`src/design/aict_defines.svh`:
```
`ifndef AICT_DEFINES_SVH
`define AICT_DEFINES_SVH

`define AICT_CLK_NS 25
`define AICT_TICK_NS 4000
`define AICT_TICK_CYC ((`AICT_TICK_NS + `AICT_CLK_NS - 1) / `AICT_CLK_NS)
`define AICT_XFER_NS 64000
`define AICT_XFER_CYC (`AICT_XFER_NS / `AICT_CLK_NS)

`define AICT_CNT_W 7
`define AICT_DATA_W 6
`define AICT_PRE_W 14
`define AICT_RATE_MAX 4'hD
`define AICT_CONV_W 11
`define AICT_PATCH_LSB 5
`define AICT_OVF_BIT 6

`define AICT_SYNC_W 23
`define AICT_SY_CONTACT 0
`define AICT_SY_CONV 6
`define AICT_SY_SRC 17
`define AICT_SY_SENSE 18
`define AICT_SY_RATE 19

`define AICT_FC_W 15
`define AICT_FC_SAMPLED 15'h1A00
`define AICT_FC_COUNTER 15'h1A01
`define AICT_FC_ALTERNATE 15'h1A02
`define AICT_FC_SENSE 15'h4A00
`endif

```
`src/design/aict_pkg.sv`:
```
package aict_pkg;
  typedef enum logic [1:0] {
    AICT_SEL_SAMPLED = 2'h0,
    AICT_SEL_COUNTER = 2'h1,
    AICT_SEL_ALT = 2'h3
  } aict_sel_t;
endpackage

```
`src/design/aict_in_if.sv`:
```
`include "aict_defines.svh"
interface aict_in_if;
  logic [`AICT_SYNC_W-1:0] raw;
  logic [`AICT_SYNC_W-1:0] synced;
  modport drv(output raw, input synced);
  modport syn(input raw, output synced);
endinterface

```
`src/design/aict_sync.sv`:
```
`include "aict_defines.svh"
module aict_sync (
  input wire logic clk,
  input wire logic srst,
  aict_in_if.syn port
);
  logic [`AICT_SYNC_W-1:0] meta_q;
  logic [`AICT_SYNC_W-1:0] stab_q;

  // first stage feeds only the second stage
  always_ff @(posedge clk) begin
    if (srst) begin
      meta_q <= '0;
      stab_q <= '0;
    end else begin
      meta_q <= port.raw;
      stab_q <= meta_q;
    end
  end

  assign port.synced = stab_q;
endmodule

```
`src/design/aict_top.sv`:
```
`include "aict_defines.svh"
module aict_top (
  input wire logic MCLK,
  input wire logic SRST,
  input wire logic [5:0] CONTACT_INPUT,
  input wire logic [10:0] CONVERTER_PATCH_INPUT,
  input wire logic INPUT_SOURCE_SELECT,
  input wire logic CHANGE_SENSE_SELECT,
  input wire logic [3:0] ADVANCE_RATE_SELECT,
  input wire logic FUNC_STROBE,
  input wire logic [14:0] FUNC_CODE,
  input wire logic INPUT_REQ,
  output logic [6:0] INPUT_DATA,
  output logic INPUT_VALID,
  output logic CHANGE_FLAG,
  output logic SENSE_AND_JUMP
);
  ////////////////////////////////////////////////////////////////////////////
  function automatic logic [`AICT_PRE_W-1:0] rate_mask(input logic [3:0] sel);
    logic [3:0] s;
    s = (sel > `AICT_RATE_MAX) ? `AICT_RATE_MAX : sel;
    rate_mask = `AICT_PRE_W'((`AICT_PRE_W'(1) << s) - `AICT_PRE_W'(1));
  endfunction

  function automatic logic reads_sampled(input aict_pkg::aict_sel_t m, input logic phase);
    reads_sampled = (m == aict_pkg::AICT_SEL_SAMPLED) || (m == aict_pkg::AICT_SEL_ALT && !phase);
  endfunction

  ////////////////////////////////////////////////////////////////////////////
  aict_in_if sif ();

  assign sif.raw = {ADVANCE_RATE_SELECT, CHANGE_SENSE_SELECT, INPUT_SOURCE_SELECT,
                    CONVERTER_PATCH_INPUT, CONTACT_INPUT};

  aict_sync u_sync (
    .clk(MCLK),
    .srst(SRST),
    .port(sif)
  );

  wire [5:0] contact_s = sif.synced[`AICT_SY_CONTACT +: `AICT_DATA_W];
  wire [10:0] conv_s = sif.synced[`AICT_SY_CONV +: `AICT_CONV_W];
  wire src_conv_s = sif.synced[`AICT_SY_SRC];
  wire sense_input_s = sif.synced[`AICT_SY_SENSE];
  wire [3:0] rate_s = sif.synced[`AICT_SY_RATE +: 4];

  ////////////////////////////////////////////////////////////////////////////
  // prescaler: 4 us base tick then fourteen free binary stages
  logic [7:0] tick_cnt_q;
  logic [`AICT_PRE_W-1:0] pre_q;
  logic [`AICT_CNT_W-1:0] count_q;

  wire tick = (tick_cnt_q == 8'(`AICT_TICK_CYC - 1));
  // stages are only read, never cleared by host traffic
  wire advance = tick && ((pre_q | ~rate_mask(rate_s)) == {`AICT_PRE_W{1'b1}});
  wire ovf_evt = advance && (count_q == 7'h7F);

  always_ff @(posedge MCLK) begin
    if (SRST) begin
      tick_cnt_q <= 8'h00;
      pre_q <= '0;
    end else begin
      tick_cnt_q <= tick ? 8'h00 : tick_cnt_q + 8'h01;
      if (tick) begin
        pre_q <= pre_q + `AICT_PRE_W'(1);
      end
    end
  end

  always_ff @(posedge MCLK) begin
    if (SRST) begin
      count_q <= '0;
    end else if (advance) begin
      count_q <= count_q + 7'h01;
    end
  end

  ////////////////////////////////////////////////////////////////////////////
  // converter patch: default routing takes the six top outputs
  wire [5:0] conv_routed;
  genvar gi;
  generate
    for (gi = 0; gi < `AICT_DATA_W; gi++) begin : g_patch
      assign conv_routed[gi] = conv_s[`AICT_PATCH_LSB + gi];
    end
  endgenerate

  wire [5:0] data_src = src_conv_s ? conv_routed : contact_s;

  ////////////////////////////////////////////////////////////////////////////
  aict_pkg::aict_sel_t mode_q;
  logic alt_phase_q;
  logic sense_sel_q;
  logic [5:0] data_q;
  logic ovf_q;
  logic chg_q;

  wire fc_sampled = FUNC_STROBE && (FUNC_CODE == `AICT_FC_SAMPLED);
  wire fc_counter = FUNC_STROBE && (FUNC_CODE == `AICT_FC_COUNTER);
  wire fc_alt = FUNC_STROBE && (FUNC_CODE == `AICT_FC_ALTERNATE);
  wire fc_sense = FUNC_STROBE && (FUNC_CODE == `AICT_FC_SENSE);
  wire rd_text = INPUT_REQ && reads_sampled(mode_q, alt_phase_q);
  wire ovf_rise = ovf_evt && !ovf_q;
  // in input mode a cleared overflow is not itself a change, or the flag could never clear
  wire chg_evt = sense_input_s ? ((data_src != data_q) || ovf_rise) : ovf_rise;

  always_ff @(posedge MCLK) begin
    if (SRST) begin
      mode_q <= aict_pkg::AICT_SEL_SAMPLED;
      alt_phase_q <= 1'b0;
      sense_sel_q <= 1'b0;
    end else begin
      if (fc_sampled) begin
        mode_q <= aict_pkg::AICT_SEL_SAMPLED;
      end else if (fc_counter) begin
        mode_q <= aict_pkg::AICT_SEL_COUNTER;
      end else if (fc_alt) begin
        mode_q <= aict_pkg::AICT_SEL_ALT;
      end
      if (fc_sampled || fc_counter || fc_alt) begin
        alt_phase_q <= 1'b0;
      end else if (INPUT_REQ && mode_q == aict_pkg::AICT_SEL_ALT) begin
        alt_phase_q <= !alt_phase_q;
      end
      if (FUNC_STROBE) begin
        sense_sel_q <= fc_sense;
      end
    end
  end

  always_ff @(posedge MCLK) begin
    if (SRST) begin
      data_q <= '0;
      ovf_q <= 1'b0;
      chg_q <= 1'b0;
    end else begin
      data_q <= data_src;
      if (ovf_evt) begin
        ovf_q <= 1'b1;
      end else if (rd_text) begin
        ovf_q <= 1'b0;
      end
      if (chg_evt) begin
        chg_q <= 1'b1;
      end else if (rd_text && !ovf_evt) begin
        chg_q <= 1'b0;
      end
    end
  end

  ////////////////////////////////////////////////////////////////////////////
  // one-cycle answer keeps far ahead of the 64 us host spacing
  logic [6:0] out_data_q;
  logic out_valid_q;

  always_ff @(posedge MCLK) begin
    if (SRST) begin
      out_data_q <= 7'h00;
      out_valid_q <= 1'b0;
    end else begin
      out_valid_q <= INPUT_REQ;
      if (INPUT_REQ) begin
        out_data_q <= rd_text ? {ovf_q, data_q} : count_q;
      end
    end
  end

  assign INPUT_DATA = out_data_q;
  assign INPUT_VALID = out_valid_q;
  assign CHANGE_FLAG = chg_q;
  assign SENSE_AND_JUMP = sense_sel_q && chg_q;
endmodule

```
`config.mk`:
```
export PLATFORM = sky130hd
export DESIGN_NAME = aict_top
export DESIGN_NICKNAME = d
export VERILOG_FILES = /design/src/design/aict_pkg.sv /design/src/design/aict_in_if.sv /design/src/design/aict_sync.sv /design/src/design/aict_top.sv
export VERILOG_INCLUDE_DIRS = /design/src /design/src/design
export SDC_FILE = /design/constraint.sdc
export NUM_CORES = 1
export LEC_CHECK = 0
export BUFFER_PORTS_ARGS = -buffer_cell sky130_fd_sc_hd__buf_2
export CAP_MARGIN = 25
export CORE_ASPECT_RATIO = 0.6
export CORE_UTILIZATION = 51
export CTS_CLUSTER_SIZE = 40
export DETAILED_ROUTE_END_ITERATION = 16
export GPL_ROUTABILITY_DRIVEN = 0
export HOLD_SLACK_MARGIN = 0.08
export PLACE_DENSITY = 0.79
export SYNTH_ARGS = -nofsm -noshare
export SYNTH_HDL_FRONTEND = slang
export SYNTH_SLANG_ARGS = --single-unit
```
`constraint.sdc`:
```
create_clock -name MCLK -period 2.8 [get_ports MCLK]
set_input_delay 0.14 -clock MCLK [delete_from_list [all_inputs] [get_ports MCLK]]
set_output_delay 0.14 -clock MCLK [all_outputs]
set_load 0.01 [all_outputs]
```
==> results_dict.tcl <==
set metrics [dict create \
    crit_arrival_ps 2920 \
    grt_pass1_wl_um 11000 \
    die_w_um 108 \
    drt_iter0_markers 204 \
    synthSimpleGateAreaFrac_pct 26.6 \
    synth_top_family_by_area "simple AND/OR/NAND/NOR gates" \
    seq_area_frac_synth_pct 48.6 \
    ys_warn_count 0 \
    cts_buffers 9 \
    min_from "FUNC_CODE[1]" \
    first_pass_iters 4 \
    fin_crit_ps 2700 \
    status "complete, no violations" \
    most-common-layout-cells "dfxtp_1 (84), buf_2 (46), nor2_1 (45)" \
    drc 0 \
    vias 2678 \
    syn_area_mm2 0.00346 \
    holdPathStages 3 \
    synth_area_per_cell_um2 9.45 \
    reg2regPathDepth 9 \
    maxCapViolations 0 \
    utilization_pct 67.6 \
    synth_cell_types 54 \
    synth_edf_count 0 \
    slew_violations 0 \
    start_util_pct 54.6 \
    htree_levels 3 \
    reg2reg_from "u_sync.port.synced[22]$_SDFF_PP0_" \
    async_flop_share_pct 0 \
    clk_pin_slew_ps 60 \
    place_area_mm2 0.00376 \
    timing.rr.end "count_q[2]$_SDFFE_PP0P_" \
    n_antenna_cell 0 \
    antenna_found_initial 0 \
    syn2layout_area_growth_pct 23.7 \
    synth_compound_area_share_pct 9.08 \
    clock_path_buffers 2 \
    worst_skew_pair.late_latency_ps 330 \
    grt_pass1_vias 2432 \
    portBuffers 46 \
    cts-root-buf "clkbuf_16" \
    synth_xor_area_share_pct 6.33 \
    synthAdderAreaFrac_pct 1.45 \
    n_fill_cell 488 \
    ant_nets 0 \
    wirelength_um 6570 \
    routedWlPerCell_um 12.6 \
    critical_path_class "reg2reg" \
    fin_area_mm2 0.00428 \
    drive_gt1_share_pct 20.4 \
    rrSetupSlack_ps 100 \
    clock-sinks 84 \
    setup.worst_path.end_class "register" \
    synthCells 366 \
    hold_end "mode_q[1]$_SDFFE_PP0P_" \
    io_pins 52 \
    p_per_area_mw_per_mm2 600 \
    cp-start-kind "register" \
    dieArea_mm2 0.00712 \
    p_leak_uw 0.00167 \
    grt-ovfl-total 0 \
    ir_drop_v 0.000390 \
    fmax_ghz 0.371 \
    worst_slew_pin_slew_ps 903 \
    fp-row-count 22 \
    die_h_um 65.8 \
    ys_ff_latch 84 \
    relSlewSlack_pct 39.4 \
    grt_util_all_layers_pct 20.4 \
    layout.nets 478 \
    min_path_type "in2reg" \
    drt-vias-per-instance 5.14 \
    syn_nets 412 \
    final_common_cell "dfxtp_1" \
    synth.area.mux_share_pct 4.38 \
    setup_viol 0 \
    post-dp-hpwl_um 4340 \
    crit_fanout 5 \
    coreArea_mm2 0.00633 \
    cts_tree "built" \
    period_share_pct 96.3 \
    required_ps 3020 \
    ys.flop_type "dfxtp_1" \
    hold_viol 0 \
    fin_skew_ps 5.98 \
    grt_max_degree 48 \
]
-- critical path, stage by stage, from the launching register on --
cell	delay (ps)
dfxtp_1	310
or4_4	550
ha_1	270
o211ai_1	120
nor2_1	90
nor4_4	370
o2111ai_2	250
buf_4	210
nor2_1	110
mux2_1	320
-- sequential cells by signal, indices dropped and copies added, names as in the netlist, 2 cells and up --
signal	count
INPUT_DATA	7
count_q	7
data_q	6
mode_q	2
pre_q	13
tick_cnt_q	8
u_sync.meta_q	18
u_sync.port.synced	18
-- timing repair --
action	4_1_cts	5_1_grt
setup buffers	0	2
resized for setup	0	3
endpoints found under the hold margin	18	0
setup endpoints to repair	0	6
hold buffers	18	0
-- worst max path at each step --
stage | from | endpoint | slack (ps) | cells past startpoint
floorplan | u_sync.port.synced[22]$_SDFF_PP0_ | count_q[2]$_SDFFE_PP0P_ | 160 | 10
global placement | u_sync.port.synced[22]$_SDFF_PP0_ | count_q[5]$_SDFFE_PP0P_ | 160 | 10
detailed placement | u_sync.port.synced[22]$_SDFF_PP0_ | count_q[5]$_SDFFE_PP0P_ | 70 | 10
CTS | u_sync.port.synced[22]$_SDFF_PP0_ | count_q[5]$_SDFFE_PP0P_ | 70 | 10
global route | u_sync.port.synced[22]$_SDFF_PP0_ | count_q[1]$_SDFFE_PP0P_ | -40 | 9
finish | u_sync.port.synced[22]$_SDFF_PP0_ | count_q[2]$_SDFFE_PP0P_ | 100 | 9
-- synthesized netlist by cell type (2+ instances only) --
| cell | n | share of area, % |
|---|---|---|
| dfxtp_1 | 84 | 49 |
| nor2_1 | 45 | 4.9 |
| nor2b_1 | 39 | 7.1 |
| xor2_1 | 15 | 3.8 |
| mux2i_1 | 14 | 4.1 |
| nand2_1 | 14 | 1.5 |
| nand3_1 | 14 | 2.0 |
| clkbuf_1 | 12 | 1.3 |
| a21oi_1 | 11 | 1.6 |
| xnor2_1 | 10 | 2.5 |
| a211oi_1 | 7 | 1.5 |
| inv_1 | 7 | 0.76 |
| nand2b_1 | 6 | 1.1 |
| nor3_1 | 6 | 0.87 |
| or4_1 | 5 | 1.1 |
| and3_1 | 4 | 0.72 |
| buf_2 | 4 | 0.58 |
| ha_1 | 4 | 1.4 |
| nor4_1 | 4 | 0.72 |
| o21ai_0 | 4 | 0.58 |
| o22ai_1 | 4 | 0.72 |
| o31ai_1 | 4 | 0.87 |
| and2_1 | 3 | 0.54 |
| nand4_1 | 3 | 0.54 |
| nor4b_1 | 3 | 0.76 |
| or2_2 | 3 | 0.54 |
| or3_1 | 3 | 0.54 |
| or3b_2 | 3 | 0.76 |
| a22oi_1 | 2 | 0.43 |
| and4_1 | 2 | 0.51 |
| buf_4 | 2 | 0.43 |
| nor3b_1 | 2 | 0.43 |
| o21ai_1 | 2 | 0.29 |
-- metal layers --
| metal | up-vias | GRT usage [%] | part of all wire [%] |
|---|---|---|---|
| met3 | 9 | 6.01 | 5.8 |
| met4 | 0 | 8.78 | 1.4 |
| met1 | 1211 | 27.7 | 50 |
| met2 | 68 | 29.9 | 43 |
| li1 | 1390 | - | - |
| met5 | - | 0 | 0 |
-- per-stage QoR --
stage	instances	setup WS, ps	TNS, ps	total power (uW)	hold WS (ps)
2_1_floorplan	366	162	0	1390	268
3_3_place_gp	484	164	0	1450	347
3_5_place_dp	484	73.6	0	1450	353
4_1_cts	518	65.8	0	2570	122
5_1_grt	521	-36.7	-103	2670	168
6_report	521	102	0	2570	125
-- logic make-up (layout without fill, tap and decap cells) --
logic type,count (synthesis),count (layout)
compound gates,44,45
fa+ha+maj,4,4
mux,15,15
simple gates,167,167
flops,84,84
xor+xnor,25,25
buf+inv,27,97
-- power by group --
group	internal, uW	switching (uW)	total (uW)
Sequential	1230	16.4	1250
Combinational	109	105	215
Clock	630	472	1100
Total	1970	594	2570
-- final cells by class --
| type | instances | area, um^2 | share of cell area, % |
|---|---|---|---|
| inverter | 7 | 26.3 | 0.614 |
| clock buffer | 10 | 239 | 5.59 |
| multi-input combinational | 256 | 1690 | 39.6 |
| sequential | 84 | 1680 | 39.3 |
| clock inverter | 6 | 46.3 | 1.08 |
| tap | 84 | 105 | 2.46 |
| timing repair buffer | 74 | 485 | 11.3 |
Power figures use the tool's default switching activity.
